**config.mk**
```make
export PLATFORM = sky130hd
export DESIGN_NAME = lprm_regs
export DESIGN_NICKNAME = d
export VERILOG_FILES = /design/src/inc/lprm_pkg.sv /design/src/lprm_regs.sv
export SDC_FILE = /design/constraint.sdc
export NUM_CORES = 1
export LEC_CHECK = 0
export BUFFER_PORTS_ARGS = -buffer_cell sky130_fd_sc_hd__buf_2
export CAP_MARGIN = 20
export CORE_MARGIN = 2
export CORE_UTILIZATION = 43
export CTS_BUF_LIST = sky130_fd_sc_hd__clkbuf_4 sky130_fd_sc_hd__clkbuf_8
export DETAILED_ROUTE_END_ITERATION = 12
export SYNTH_ARGS = -nofsm -noshare
export SYNTH_HDL_FRONTEND = slang
export SYNTH_SLANG_ARGS = --single-unit
```
**constraint.sdc**
```tcl
create_clock -name ref_clk_i -period 8.8 [get_ports ref_clk_i]
set_input_delay 0.88 -clock ref_clk_i [delete_from_list [all_inputs] [get_ports ref_clk_i]]
set_output_delay 0.88 -clock ref_clk_i [all_outputs]
set_load 0.1 [all_outputs]
```
**src/inc/lprm_pkg.sv**
```systemverilog
// package for the load protection, ramp and mode register bank
package lprm_pkg;
    // ------------------------------------------------------------------
    // carriers
    // ------------------------------------------------------------------
    typedef struct packed {
        logic        valid;
        logic [7:0]  func;
        logic [15:0] addr;
        logic [15:0] data;
    } lprm_req_t;

    typedef struct packed {
        logic        valid;
        logic [7:0]  exc;
        logic [15:0] data;
    } lprm_rsp_t;

    // ------------------------------------------------------------------
    // function and exception codes
    // ------------------------------------------------------------------
    localparam logic [7:0] FC_READ    = 8'h03;
    localparam logic [7:0] FC_WRITE1  = 8'h06;
    localparam logic [7:0] FC_WRITEN  = 8'h10;
    localparam logic [7:0] EXC_NONE   = 8'h00;
    localparam logic [7:0] EXC_FUNC   = 8'h01;
    localparam logic [7:0] EXC_ADDR   = 8'h02;
    localparam logic [7:0] EXC_DATA   = 8'h03;

    // ------------------------------------------------------------------
    // float settings: 0 ov, 1 op, 2 uv, 3..5 rise i/v/p, 6..8 fall i/v/p
    // ------------------------------------------------------------------
    localparam int          NFLT      = 9;
    localparam logic [3:0]  FIRST_SLEW = 4'h3;
    localparam logic [15:0] FLT_WR_ADDR [NFLT] = '{16'h4030, 16'h4050, 16'h4070,
        16'h5010, 16'h5030, 16'h5050, 16'h5090, 16'h50b0, 16'h50d0};
    localparam logic [15:0] FLT_RD_ADDR [NFLT] = '{16'h4040, 16'h4060, 16'h4080,
        16'h5020, 16'h5040, 16'h5060, 16'h50a0, 16'h50c0, 16'h50e0};

    // ------------------------------------------------------------------
    // 16-bit settings
    // ------------------------------------------------------------------
    localparam logic [15:0] MODE_WR_ADDR   = 16'h6030;
    localparam logic [15:0] MODE_RD_ADDR   = 16'h6040;
    localparam logic [15:0] RELOAD_WR_ADDR = 16'h8010;
    localparam logic [15:0] LOCK_RD_ADDR   = 16'h8020;
    localparam logic [15:0] LOCK_WR_ADDR   = 16'h8030;
    localparam logic [15:0] SENSE_WR_ADDR  = 16'h8060;
    localparam logic [15:0] SENSE_RD_ADDR  = 16'h8070;
    localparam logic [15:0] ORIGIN_WR_ADDR = 16'h80a0;
    localparam logic [15:0] ORIGIN_RD_ADDR = 16'h80b0;

    // regulation modes, reload kinds and setpoint origins
    localparam logic [2:0] MODE_CURRENT    = 3'h1;
    localparam logic [2:0] MODE_VOLTAGE    = 3'h2;
    localparam logic [2:0] MODE_POWER      = 3'h3;
    localparam logic [2:0] MODE_SHUNT      = 3'h6;
    localparam logic [1:0] RELOAD_SOFT     = 2'h1;
    localparam logic [1:0] RELOAD_HARD     = 2'h2;
    localparam logic [1:0] ORIGIN_LOCAL    = 2'h0;
    localparam logic [1:0] ORIGIN_ANALOG   = 2'h2;

    // ------------------------------------------------------------------
    // reset values, slew limits, special codes, timing
    // ------------------------------------------------------------------
    localparam logic [31:0] OV_RESET    = 32'h461c4000; // 10000.0
    localparam logic [31:0] OP_RESET    = 32'h47c35000; // 100000.0
    localparam logic [31:0] UV_RESET    = 32'h00000000; // 0.0
    localparam logic [31:0] SLEW_MIN    = 32'h3f800000; // 1.0 per ms
    localparam logic [31:0] SLEW_MAX    = 32'h447a0000; // 1000.0 per ms
    localparam logic [31:0] CODE_MAX    = 32'h7f800000; // +inf asks for max
    localparam logic [31:0] CODE_MIN    = 32'hff800000; // -inf asks for min
    localparam logic [2:0]  MODE_RESET  = 3'h2;
    localparam logic [2:0]  TRIP_SAMPLES = 3'h3;
    localparam logic [7:0]  STOP_MASK   = 8'h01;        // stop button is bit 0
endpackage : lprm_pkg

```
**src/lprm_regs.sv**
```systemverilog
// register bank for protection trips, slew rates and operating modes
// Notes on behaviour
// ov threshold: two-word write, separate query address
// sustained overvoltage disconnects input, flags fault
// sustained overpower disconnects input, flags fault
// sustained undervoltage disconnects input, flags fault
// max code fastest slew, min code slowest
// slew below minimum stored as minimum
// current slew above maximum stored as maximum
// rising current slew, constant current mode
// rising voltage slew, constant voltage mode
// rising power slew, constant power mode
// falling current slew, constant current mode
// falling voltage slew, constant voltage mode
// falling power slew, constant power mode
// mode single write codes one to six
// reload defaults, one soft, two hard
// lock flag written high, read lower address
// locked panel passes only stop button
// sense location local or remote
// sense choice feeds power and resistance
// setpoint origin local, generator or analog
// origin defaults to local after reset/reload
// float high word first, both before effect
// bad enumeration value rejected, setting kept
module lprm_regs (
    // clock and reset
    input  wire logic               ref_clk_i,
    input  wire logic               arst_n_i,
    // register requests and answers
    input  wire lprm_pkg::lprm_req_t req_i,
    output lprm_pkg::lprm_rsp_t     rsp_o,
    // measurements
    input  wire logic               sample_valid_i,
    input  wire logic [31:0]        volt_local_i,
    input  wire logic [31:0]        volt_remote_i,
    input  wire logic [31:0]        power_i,
    input  wire logic               fault_clear_i,
    // front panel
    input  wire logic [7:0]         panel_btn_i,
    output logic [7:0]              panel_btn_o,
    // protection
    output logic                    input_disconnect_o,
    output logic                    overvoltage_fault_o,
    output logic                    overpower_fault_o,
    output logic                    undervoltage_fault_o,
    // settings to the controller
    output logic [31:0]             calc_volt_o,
    output logic [2:0]              regulation_mode_o,
    output logic                    sense_location_o,
    output logic [1:0]              setpoint_origin_o,
    output logic                    panel_lock_o,
    output logic [31:0]             rise_slew_o,
    output logic [31:0]             fall_slew_o,
    output logic [1:0]              defaults_reload_o
);
    // ------------------------------------------------------------------
    // helpers
    // ------------------------------------------------------------------
    // ieee single compare a > b; nan is not expected on these paths
    function automatic logic fgt(input logic [31:0] a, input logic [31:0] b);
        if (a[31] != b[31])
            fgt = !a[31] && ((a[30:0] != 31'h0) || (b[30:0] != 31'h0));
        else if (!a[31])
            fgt = a[30:0] > b[30:0];
        else
            fgt = a[30:0] < b[30:0];
    endfunction

    // table search: {hit, index}; off selects the low word address
    function automatic logic [4:0] find(input logic [15:0] a,
                                        input logic [15:0] tbl [lprm_pkg::NFLT],
                                        input logic [15:0] off);
        find = 5'h00;
        for (int i = 0; i < lprm_pkg::NFLT; i++) begin
            if (a == tbl[i] + off)
                find = {1'b1, 4'(i)};
        end
    endfunction

    // ------------------------------------------------------------------
    // state
    // ------------------------------------------------------------------
    logic [31:0]         flt_r [lprm_pkg::NFLT];
    logic [15:0]         pend_hi_r;
    logic [3:0]          pend_idx_r;
    logic                pend_vld_r;
    logic [2:0]          mode_r;
    logic                lock_r;
    logic                sense_r;
    logic [1:0]          origin_r;
    logic [2:0]          trip_cnt_r [3];
    logic [2:0]          fault_r;
    logic [2:0]          fault_nxt;
    logic                disc_r;
    lprm_pkg::lprm_rsp_t rsp_nxt;

    // ------------------------------------------------------------------
    // request decode
    // ------------------------------------------------------------------
    wire logic [4:0]  wr_hi_f = find(req_i.addr, lprm_pkg::FLT_WR_ADDR, 16'h0000);
    wire logic [4:0]  wr_lo_f = find(req_i.addr, lprm_pkg::FLT_WR_ADDR, 16'h0001);
    wire logic [4:0]  rd_hi_f = find(req_i.addr, lprm_pkg::FLT_RD_ADDR, 16'h0000);
    wire logic [4:0]  rd_lo_f = find(req_i.addr, lprm_pkg::FLT_RD_ADDR, 16'h0001);
    wire logic        is_rd   = req_i.valid && (req_i.func == lprm_pkg::FC_READ);
    wire logic        is_w1   = req_i.valid && (req_i.func == lprm_pkg::FC_WRITE1);
    wire logic        is_wn   = req_i.valid && (req_i.func == lprm_pkg::FC_WRITEN);
    wire logic [15:0] d       = req_i.data;
    // enumeration legality per target
    wire logic        a_mode   = req_i.addr == lprm_pkg::MODE_WR_ADDR;
    wire logic        a_reload = req_i.addr == lprm_pkg::RELOAD_WR_ADDR;
    wire logic        a_lock   = req_i.addr == lprm_pkg::LOCK_WR_ADDR;
    wire logic        a_sense  = req_i.addr == lprm_pkg::SENSE_WR_ADDR;
    wire logic        a_origin = req_i.addr == lprm_pkg::ORIGIN_WR_ADDR;
    wire logic        a_enum   = a_mode || a_reload || a_lock || a_sense || a_origin;
    wire logic        ok_mode  = (d != 16'h0000) && (d <= 16'(lprm_pkg::MODE_SHUNT));
    wire logic        ok_rel   = (d == 16'(lprm_pkg::RELOAD_SOFT))
                              || (d == 16'(lprm_pkg::RELOAD_HARD));
    wire logic        ok_bool  = d <= 16'h0001;
    wire logic        ok_orig  = d <= 16'(lprm_pkg::ORIGIN_ANALOG);
    wire logic        enum_ok  = (a_mode && ok_mode) || (a_reload && ok_rel)
                              || ((a_lock || a_sense) && ok_bool) || (a_origin && ok_orig);
    wire logic        lo_match = pend_vld_r && (pend_idx_r == wr_lo_f[3:0]);

    // ------------------------------------------------------------------
    // answer: one word per request, exception when not accepted
    // ------------------------------------------------------------------
    always_comb begin
        rsp_nxt       = '0;
        rsp_nxt.valid = req_i.valid;
        if (is_rd) begin
            if (rd_hi_f[4])
                rsp_nxt.data = flt_r[rd_hi_f[3:0]][31:16];
            else if (rd_lo_f[4])
                rsp_nxt.data = flt_r[rd_lo_f[3:0]][15:0];
            else if (req_i.addr == lprm_pkg::MODE_RD_ADDR)
                rsp_nxt.data = 16'(mode_r);
            else if (req_i.addr == lprm_pkg::LOCK_RD_ADDR)
                rsp_nxt.data = 16'(lock_r);
            else if (req_i.addr == lprm_pkg::SENSE_RD_ADDR)
                rsp_nxt.data = 16'(sense_r);
            else if (req_i.addr == lprm_pkg::ORIGIN_RD_ADDR)
                rsp_nxt.data = 16'(origin_r);
            else
                rsp_nxt.exc = lprm_pkg::EXC_ADDR;
        end else if (is_w1) begin
            if (a_enum)
                rsp_nxt.exc = enum_ok ? lprm_pkg::EXC_NONE : lprm_pkg::EXC_DATA;
            else if (wr_hi_f[4] || wr_lo_f[4])
                rsp_nxt.exc = lprm_pkg::EXC_FUNC;
            else
                rsp_nxt.exc = lprm_pkg::EXC_ADDR;
        end else if (is_wn) begin
            if (wr_lo_f[4] && !lo_match)
                rsp_nxt.exc = lprm_pkg::EXC_DATA;
            else if (!wr_hi_f[4] && !wr_lo_f[4])
                rsp_nxt.exc = lprm_pkg::EXC_ADDR;
        end else if (req_i.valid) begin
            rsp_nxt.exc = lprm_pkg::EXC_FUNC;
        end
    end

    // accepted writes
    wire logic        acc      = rsp_nxt.valid && (rsp_nxt.exc == lprm_pkg::EXC_NONE);
    wire logic        w_hi     = acc && is_wn && wr_hi_f[4];
    wire logic        w_lo     = acc && is_wn && wr_lo_f[4];
    wire logic        w_enum   = acc && is_w1;
    wire logic        reload   = w_enum && a_reload;
    wire logic        hard     = reload && (d[1:0] == lprm_pkg::RELOAD_HARD);

    // slew clamp: codes and out-of-range values land on the limits
    wire logic [31:0] flt_in   = {pend_hi_r, d};
    wire logic        is_slew  = wr_lo_f[3:0] >= lprm_pkg::FIRST_SLEW;
    wire logic [31:0] flt_put  = !is_slew ? flt_in :
                                 fgt(lprm_pkg::SLEW_MIN, flt_in) ? lprm_pkg::SLEW_MIN :
                                 fgt(flt_in, lprm_pkg::SLEW_MAX) ? lprm_pkg::SLEW_MAX :
                                 flt_in;

    // ------------------------------------------------------------------
    // float settings and pending high word
    // ------------------------------------------------------------------
    always_ff @(posedge ref_clk_i or negedge arst_n_i) begin
        if (!arst_n_i) begin
            pend_hi_r  <= 16'h0000;
            pend_idx_r <= 4'h0;
            pend_vld_r <= 1'b0;
        end else begin
            if (w_hi) begin
                pend_hi_r  <= d;
                pend_idx_r <= wr_hi_f[3:0];
            end
            pend_vld_r <= w_hi || (pend_vld_r && !w_lo && !reload);
        end
    end

    // reload sets every float back to its reset value
    always_ff @(posedge ref_clk_i or negedge arst_n_i) begin
        if (!arst_n_i) begin
            flt_r <= '{lprm_pkg::OV_RESET, lprm_pkg::OP_RESET, lprm_pkg::UV_RESET,
                       lprm_pkg::SLEW_MAX, lprm_pkg::SLEW_MAX, lprm_pkg::SLEW_MAX,
                       lprm_pkg::SLEW_MAX, lprm_pkg::SLEW_MAX, lprm_pkg::SLEW_MAX};
        end else if (reload) begin
            flt_r <= '{lprm_pkg::OV_RESET, lprm_pkg::OP_RESET, lprm_pkg::UV_RESET,
                       lprm_pkg::SLEW_MAX, lprm_pkg::SLEW_MAX, lprm_pkg::SLEW_MAX,
                       lprm_pkg::SLEW_MAX, lprm_pkg::SLEW_MAX, lprm_pkg::SLEW_MAX};
        end else if (w_lo) begin
            flt_r[wr_lo_f[3:0]] <= flt_put;
        end
    end

    // ------------------------------------------------------------------
    // enumerated settings
    // ------------------------------------------------------------------
    // soft reload keeps the lock so a locked panel stays locked
    always_ff @(posedge ref_clk_i or negedge arst_n_i) begin
        if (!arst_n_i) begin
            mode_r   <= lprm_pkg::MODE_RESET;
            lock_r   <= 1'b0;
            sense_r  <= 1'b0;
            origin_r <= lprm_pkg::ORIGIN_LOCAL;
        end else if (reload) begin
            mode_r   <= lprm_pkg::MODE_RESET;
            lock_r   <= hard ? 1'b0 : lock_r;
            sense_r  <= 1'b0;
            origin_r <= lprm_pkg::ORIGIN_LOCAL;
        end else if (w_enum) begin
            if (a_mode)   mode_r   <= d[2:0];
            if (a_lock)   lock_r   <= d[0];
            if (a_sense)  sense_r  <= d[0];
            if (a_origin) origin_r <= d[1:0];
        end
    end

    // ------------------------------------------------------------------
    // protection trips: consecutive samples beyond threshold
    // ------------------------------------------------------------------
    wire logic [31:0] sel_volt = sense_r ? volt_remote_i : volt_local_i;
    wire logic [2:0]  beyond   = {fgt(flt_r[2], sel_volt),
                                  fgt(power_i, flt_r[1]),
                                  fgt(sel_volt, flt_r[0])};
    wire logic [2:0]  clr_f    = {3{fault_clear_i || hard}};

    // fault set wins over a clear in the same cycle
    always_comb begin
        fault_nxt = fault_r & ~clr_f;
        for (int k = 0; k < 3; k++) begin
            if (sample_valid_i && beyond[k] && (trip_cnt_r[k] == lprm_pkg::TRIP_SAMPLES - 3'h1))
                fault_nxt[k] = 1'b1;
        end
    end

    always_ff @(posedge ref_clk_i or negedge arst_n_i) begin
        if (!arst_n_i) begin
            trip_cnt_r <= '{3'h0, 3'h0, 3'h0};
            fault_r    <= 3'h0;
            disc_r     <= 1'b0;
        end else begin
            for (int k = 0; k < 3; k++) begin
                if (sample_valid_i)
                    trip_cnt_r[k] <= !beyond[k] ? 3'h0 :
                        (trip_cnt_r[k] == lprm_pkg::TRIP_SAMPLES) ? trip_cnt_r[k] :
                        trip_cnt_r[k] + 3'h1;
            end
            fault_r <= fault_nxt;
            disc_r  <= |fault_nxt;
        end
    end

    // ------------------------------------------------------------------
    // registered outputs
    // ------------------------------------------------------------------
    wire logic [3:0] rise_idx = (mode_r == lprm_pkg::MODE_CURRENT) ? 4'h3 :
                                (mode_r == lprm_pkg::MODE_POWER)   ? 4'h5 : 4'h4;
    wire logic [3:0] fall_idx = rise_idx + 4'h3;
    wire logic [7:0] btn_gate = lock_r ? lprm_pkg::STOP_MASK : 8'hff;

    always_ff @(posedge ref_clk_i or negedge arst_n_i) begin
        if (!arst_n_i) begin
            rsp_o             <= '0;
            panel_btn_o       <= 8'h00;
            calc_volt_o       <= 32'h00000000;
            rise_slew_o       <= lprm_pkg::SLEW_MAX;
            fall_slew_o       <= lprm_pkg::SLEW_MAX;
            defaults_reload_o <= 2'h0;
        end else begin
            rsp_o             <= rsp_nxt;
            panel_btn_o       <= panel_btn_i & btn_gate;
            calc_volt_o       <= sel_volt;
            rise_slew_o       <= flt_r[rise_idx];
            fall_slew_o       <= flt_r[fall_idx];
            defaults_reload_o <= reload ? d[1:0] : 2'h0;
        end
    end

    // settings mirror their own flops
    assign regulation_mode_o    = mode_r;
    assign panel_lock_o         = lock_r;
    assign sense_location_o     = sense_r;
    assign setpoint_origin_o    = origin_r;
    assign overvoltage_fault_o  = fault_r[0];
    assign overpower_fault_o    = fault_r[1];
    assign undervoltage_fault_o = fault_r[2];
    assign input_disconnect_o   = disc_r;
endmodule // lprm_regs

```
==> results of run 1 <==
==> critical path: stages, from the launching register on <==
cell       delay (ns)
dfrtp_2          0.41
buf_4            0.50
mux2i_1          0.44
ha_1             0.32
a21o_1           0.19
a221oi_1         0.28
o21ai_0          0.11
a2111oi_0        0.78
a21boi_0         0.19
a211oi_1         0.71
a21boi_0         0.30
o21ai_0          0.25
==> cell usage after synthesis (5+ instances only) <==
cell type  number  area share [%]
nand3b_1        7            0.21
nand4_1        31            0.78
a21boi_0        5            0.15
ha_1          102             5.1
o31ai_1         5            0.15
o21a_1          6            0.18
or3_1           8            0.20
dfstp_2        74             7.8
nor2b_1        21            0.53
nor3b_1         6            0.18
mux4_2         24             2.2
nand2_1       366             5.5
dfrtp_1       380              38
clkbuf_1       77             1.2
nand2b_1       15            0.38
and2_1         20            0.50
a211oi_1       12            0.36
buf_1           7            0.11
o221ai_1       33             1.2
nor3_2          5            0.20
mux2i_1       202             8.1
a21o_1         26            0.78
nor3_1         50             1.0
a2111oi_0       5            0.18
nand3_1       163             3.3
or2_2           8            0.20
o2111a_1        6            0.27
and3_1         18            0.45
o21ai_1        17            0.34
nor2_1        176             2.7
a21oi_1       194             3.9
o211ai_1        7            0.21
mux4_1          5            0.53
a31oi_1        12            0.30
buf_2          54             1.1
nor4_1         52             1.3
inv_1         124             1.9
buf_4          24            0.72
o21ai_0       171             3.4
buf_6           6            0.27
==> flip-flops by register name (all words and copies together), names as in the netlist <==
name / flops
pend_idx_r: 4
flt_r: 288
sense_location_o: 1
pend_vld_r: 1
fault_r: 3
fall_slew_o: 32
pend_hi_r: 16
rise_slew_o: 32
rsp_o: 19
defaults_reload_o: 2
trip_cnt_r: 9
setpoint_origin_o: 2
calc_volt_o: 32
input_disconnect_o: 1
regulation_mode_o: 3
panel_btn_o: 8
panel_lock_o: 1
==> logic make-up (layout without fill, tap and decap cells) <==
kind of cell / count (synthesis) / count (layout)
buffers and inverters: 292 / 597
other: 1 / 7
adder cells (fa/ha/maj): 102 / 102
AO/OA/AOI/OAI: 551 / 551
XOR/XNOR: 6 / 6
multiplexers: 234 / 234
flip-flops: 454 / 454
AND/OR/NAND/NOR: 979 / 979
==> area by class of cell <==
class | instances | area [um^2]
Fill cell | 5449 | 28700
Inverter | 124 | 465
Multi-Input combinational cell | 1878 | 12200
Sequential cell | 454 | 11500
Clock inverter | 20 | 260
Tap cell | 765 | 957
Timing Repair Buffer | 326 | 1790
Antenna cell | 1 | 2.50
Clock buffer | 127 | 1570
==> worst min path at each step <==
stage	start	to	slack, ns	cells past startpoint
floorplan	pend_hi_r[0]$_DFFE_PN0P_	pend_hi_r[0]$_DFFE_PN0P_	0.46	2
global placement	flt_r[81]$_DFFE_PN1P_	flt_r[81]$_DFFE_PN1P_	0.48	2
detailed placement	flt_r[148]$_DFFE_PN1P_	rise_slew_o[20]$_DFF_PN1_	0.48	2
CTS	arst_n_i	rise_slew_o[4]$_DFF_PN0_	0.14	1
global route	arst_n_i	flt_r[36]$_DFFE_PN0P_	0.20	1
finish	arst_n_i	fall_slew_o[4]$_DFF_PN0_	0.17	1
==> power by group <==
part	switching, mW	internal [mW]
logic	0.286	0.0973
registers	0.0163	2.12
clock network	0.938	1.29
total	1.24	3.51
==> metal layers <==
metal | wire, um | share of wire [%] | global-route usage [%] | vias up
met1 | 37300 | 42 | 40.0 | 10800
li1 | - | - | - | 9834
met4 | 3860 | 4.3 | 13.7 | 0
met2 | 40600 | 45 | 45.7 | 1085
met3 | 8050 | 9.0 | 6.74 | 232
met5 | 0 | 0 | 0 | -
==> results.tsv, run 1 <==
stage	metric	value	unit
timing	WHS	0.171	ns
synth	adder-cell share of the synthesized area	5.13	%
global_routing	All-Layer GR Usage	29.7	%
clock_tree	post_cts resized	0	
clock_tree	total CTS buffers	82	
route	initial DRC count	2263	
pwr	pwr/cell area	165	nW/um^2
worst_setup_path	reg2reg end	trip_cnt_r[1]$_DFFE_PN0P_	
timing	fin crit share	52.5	%
synth	sequential fraction of the synthesis area	46.0	%
synth	number of enable flip-flop cells after synthesis	0	
clock_tree	CTS Sinks	454	
clock_tree	CTS tree	built	
synth	Yosys warnings	0	
placed_design	hpwl dp	64.7	mm
clock_tree	clk_lat worst skew	0.71	ns
timing	Peak Freq	216	MHz
synth	mapped cell area	24900	um^2
synth	Post-Synth XOR/XNOR Area	0.211	%
route	vias	21900	
synth	post-synthesis instance total	2619	
finish	layout cell share with drive strength beyond 1	21.3	%
route	DRT Pass-1 Iters	8	
global_routing	vias in the first global route	21500	
synth	Synth Flop Type	dfrtp_1	
route	DRC	0	
pwr	VDD IR-drop max	0.000113	V
worst_setup_path	R2R Path Start	sense_location_o$_DFFE_PN0P_	
finish	Final nets	3117	
clock_tree	clock slew at reported path FFs	0.06	ns
finish	Layout Cells excl Fill	3695	
die	initial core utilization	43.3	%
finish	fin area	28700	um^2
global_routing	GRT overflow	0	
route	wire per inst	24.3	um
timing	measured slew at the worst slew-check pin	1.11	ns
route	vias per std cell	5.94	
finish	Area Overhead vs Synth	15.4	%
hold_path	Hold Path Class	in2async	
worst_setup_path	Critical Path End Type	flop	
global_routing	initial antenna violation count	5	
clock_tree	CTS Hold Bufs	0	
synth	compound-cell area share of the yosys netlist	13.8	%
worst_setup_path	Worst Reg-to-Reg Cells	11	
finish	most common cell after layout, fill and taps aside	dfrtp_1	
timing	Final Hold Viols	0	
pwr	leak pwr	13.1	nW
placed_design	DP Cell Count	3543	
job	Max-Cap Viols	0	
timing	min cycle time layout	4.62	ns
route	Final ANT Viol Nets	0	
synth	Post-Synth Simple-Gate Area	18.7	%
worst_setup_path	CP max FO	40	
global_routing	largest net degree at the start of global routing	97	
timing	worst setup margin	4.18	ns
clock_tree	CTS H-tree depth	3	
synth	Yosys cell types	93	
clock_tree	setup bufs post-CTS	0	
die	die width	245	um
clock_tree	Clock Tree Buf Depth	3	
timing	RSZ-0062 raised after global routing	no	
timing	Fin Setup TNS	0	ns
die	Core Box Area	57500	um^2
finish	commonest non-fill, non-tap cells in the layout	dfrtp_1 (379), nand2_1 (364), buf_2 (283)	
placed_design	I/O Buffers	284	
placed_design	Place WS	3.94	ns
die	IO Count	291	
die	Rows	88	
clock_tree	Clock Root Buffer	clkbuf_8	
synth	mux share of post-synthesis cell area	11.0	%
synth	number of synthesized register bits	454	
synth	largest family of logic cells by synthesized area	simple AND/OR/NAND/NOR gates	
die	die area	59800	um^2
synth	Post-synth ARST share	100	%
route	drt total wl	89.8	mm
global_routing	first-pass GRT wire length	134	mm
worst_setup_path	setup slack, reg-to-reg	4.18	ns
synth	syn avg cell area	9.51	um^2
timing	Final Skew	0.0445	ns
pwr	Power Total	4.75	mW
worst_setup_path	crit path launch	sense_location_o$_DFFE_PN0P_	
worst_setup_path	WS Path Type	reg2reg	
timing	relative slew slack	26.3	%
timing	Max Transition Viols Final	0	
finish	Final Util	50.0	%
die	die span in y	245	um
placed_design	Final GP Congestion	0.916	
worst_setup_path	WP data required	9.37	ns
worst_setup_path	Critical Path End	trip_cnt_r[1]$_DFFE_PN0P_	
placed_design	Area after DPL	26800	um^2
timing	final setup vio count	0	
worst_setup_path	Critical Path AT	5.19	ns
worst_setup_path	Startpoint Class	flop	
run_status	outcome	complete, no violations	
Note: power is estimated with default switching activity, not from simulation.
==> run 2, diff against run 1 <==
- clock period: 8.8 -> 4.4 ns (I/O delays scaled with it)
==> results.tsv, run 2 (synthesized netlist as in run 1, its figures left out) <==
stage	metric	value	unit	change
run_status	outcome	complete, no violations		
finish	most common cell after layout, fill and taps aside	dfrtp_1		
finish	largest reg by FF count	flt_r		
timing	Peak Freq	251	MHz	+16%
finish	commonest non-fill, non-tap cells in the layout	dfrtp_1 (379), nand2_1 (364), buf_2 (283)		
timing	fin crit share	90.4	%	+38 points
clock_tree	clk_lat worst skew	0.69	ns	-0.02 ns
worst_setup_path	WP data required	4.94	ns	-4.43 ns
clock_tree	CTS Hold Bufs	20		+20
route	initial DRC count	2328		+2.9%
worst_setup_path	Startpoint Class	flop		
hold_path	Hold Path Class	in2reg		
clock_tree	post_cts resized	0		unchanged
route	wire per inst	24.9	um	+2.3%
pwr	VDD IR-drop max	0.000175	V	+55%
clock_tree	clock slew at reported path FFs	0.06	ns	about the same
timing	min cycle time layout	3.98	ns	-0.644 ns
route	vias	22400		+1.9%
finish	Area Overhead vs Synth	17.4	%	
clock_tree	Clock Root Buffer	clkbuf_8		
global_routing	All-Layer GR Usage	30.7	%	+0.95 points
pwr	leak pwr	13.4	nW	+1.9%
clock_tree	CTS H-tree depth	3		unchanged
timing	Final Skew	0.0431	ns	-0.00143 ns
timing	Max Transition Viols Final	0		unchanged
placed_design	Final GP Congestion	0.966		+5.5%
job	Max-Cap Viols	0		unchanged
clock_tree	total CTS buffers	81		-1.2%
clock_tree	CTS Sinks	454		unchanged
worst_setup_path	CP max FO	33		-18%
timing	final setup vio count	0		unchanged
worst_setup_path	max incr delay on CP	0.87	ns	+0.09 ns
route	drt total wl	93.2	mm	+3.8%
die	initial core utilization	43.3	%	unchanged
timing	Fin Setup TNS	0	ns	unchanged
placed_design	I/O Buffers	284		unchanged
clock_tree	CTS tree	built		
timing	Final Hold Viols	0		unchanged
global_routing	initial antenna violation count	5		unchanged
timing	RSZ-0062 raised after global routing	no		
timing	measured slew at the worst slew-check pin	1.00	ns	-0.102 ns
worst_setup_path	Critical Path, Cell by Cell	mux2i_1 -> ha_1 -> and3_1 -> a221oi_1 -> o21ai_0 -> a2111oi_0 -> nor2b_1 -> a211oi_1 -> buf_4 -> a21boi_0 -> o2bb2ai_1		
clock_tree	setup bufs post-CTS	0		unchanged
die	Rows	88		unchanged
die	Core Box Area	57500	um^2	unchanged
finish	max FFs per register	288		unchanged
finish	layout cell share with drive strength beyond 1	22.0	%	+0.66 points
global_routing	largest net degree at the start of global routing	98		+1.0%
route	Final ANT Viol Nets	0		unchanged
pwr	pwr/cell area	327	nW/um^2	+98%
route	vias per std cell	5.96		+0.42%
global_routing	first-pass GRT wire length	138	mm	+3.2%
route	DRC	0		unchanged
placed_design	Place WS	0.512	ns	-3.43 ns
worst_setup_path	Critical Path End Type	flop		
global_routing	vias in the first global route	22000		+2.3%
clock_tree	Clock Tree Buf Depth	3		unchanged
timing	worst setup margin	0.422	ns	-3.76 ns
route	DRT Pass-1 Iters	8		unchanged
placed_design	hpwl dp	68.3	mm	+5.5%
worst_setup_path	Critical Path AT	4.52	ns	-0.67 ns
die	die area	59800	um^2	unchanged
worst_setup_path	WS Path Type	reg2reg		
finish	Final nets	3167		+1.6%
global_routing	GRT overflow	0		unchanged
timing	relative slew slack	33.1	%	+6.8 points
die	die width	245	um	unchanged
worst_setup_path	Crit-path slowest cell	dfrtp_2		
die	die span in y	245	um	unchanged
die	IO Count	291		unchanged
-- run 2: cell count changes in the layout (fill, tap and decap cells not counted), moves of 3 or more --
cell	previous run	this run
buf_4	39	64
dlygate4sd3_1	0	20
buf_12	0	9
clkbuf_8	99	103
clkinvlp_4	2	6
clkbuf_4	28	25
clkinv_2	9	6
-- run 2: path summary, 6_finish.rpt --
check / startpoint / to / slack [ns] / depth (start not counted)
worst max-delay path: sense_location_o$_DFFE_PN0P_ / trip_cnt_r[0]$_DFFE_PN0P_ / 0.42 / 11
worst min register to register: flt_r[51]$_DFFE_PN1P_ / flt_r[51]$_DFFE_PN1P_ / 0.50 / 2
max in group asynchronous: arst_n_i / flt_r[13]$_DFFE_PN0P_ / 2.87 / 3
min in group asynchronous: arst_n_i / fall_slew_o[4]$_DFF_PN0_ / 0.40 / 2
worst min-delay path: req_i[11] / pend_hi_r[11]$_DFFE_PN0P_ / 0.05 / 3
worst max register to register: sense_location_o$_DFFE_PN0P_ / trip_cnt_r[0]$_DFFE_PN0P_ / 0.42 / 11
-- run 2: stage by stage --
step                      total power, mW  std cells  hold slack (ns)  instance area, um^2  utilization, %
final                                9.55       3749           0.0515                29200            50.9
after global routing                 9.88       3748           0.0576                29200            50.9
after CTS                            9.62       3747          0.00419                29200            50.9
after detailed placement             5.12       3578            0.485                27200            47.3
after global placement               5.09       3577            0.478                27200            47.3
after floorplan                      4.79       2624            0.144                24900               -
-- run 2: final cells by class --
class / count / area [um^2]
inverter: 124 / 465
tap: 765 / 957
antenna: 2 / 5.00
fill: 5332 / 28200
multi-input combinational: 1878 / 12200
sequential: 454 / 11500
clock buffer: 128 / 1610
timing repair buffer: 377 / 2290
clock inverter: 21 / 251
-- run 2: worst max-delay path: cells and delay by family (launching register included) --
kind                       cells  cell delay, ns
adders and majority gates      1            0.29
DFF                            1            0.87
buffers and inverters          1            0.17
AOI/OAI and AO/OA              6            1.68
muxes                          1            0.40
and+or+nand+nor                2            0.41
-- run 2: metal layers --
metal | track usage [%] | vias to the layer above | share of wire (%)
li1 | - | 9919 | -
met1 | 41.9 | 11000 | 42
met2 | 47.4 | 1174 | 45
met3 | 6.14 | 214 | 8.9
met4 | 13.6 | 4 | 4.2
met5 | 0 | - | 0.025
-- run 2: report_power, final --
group | internal [mW] | switching (mW) | leakage, nW
clock network | 2.58 | 1.91 | 0.965
logic | 0.215 | 0.582 | 6.51
registers | 4.23 | 0.0327 | 5.91
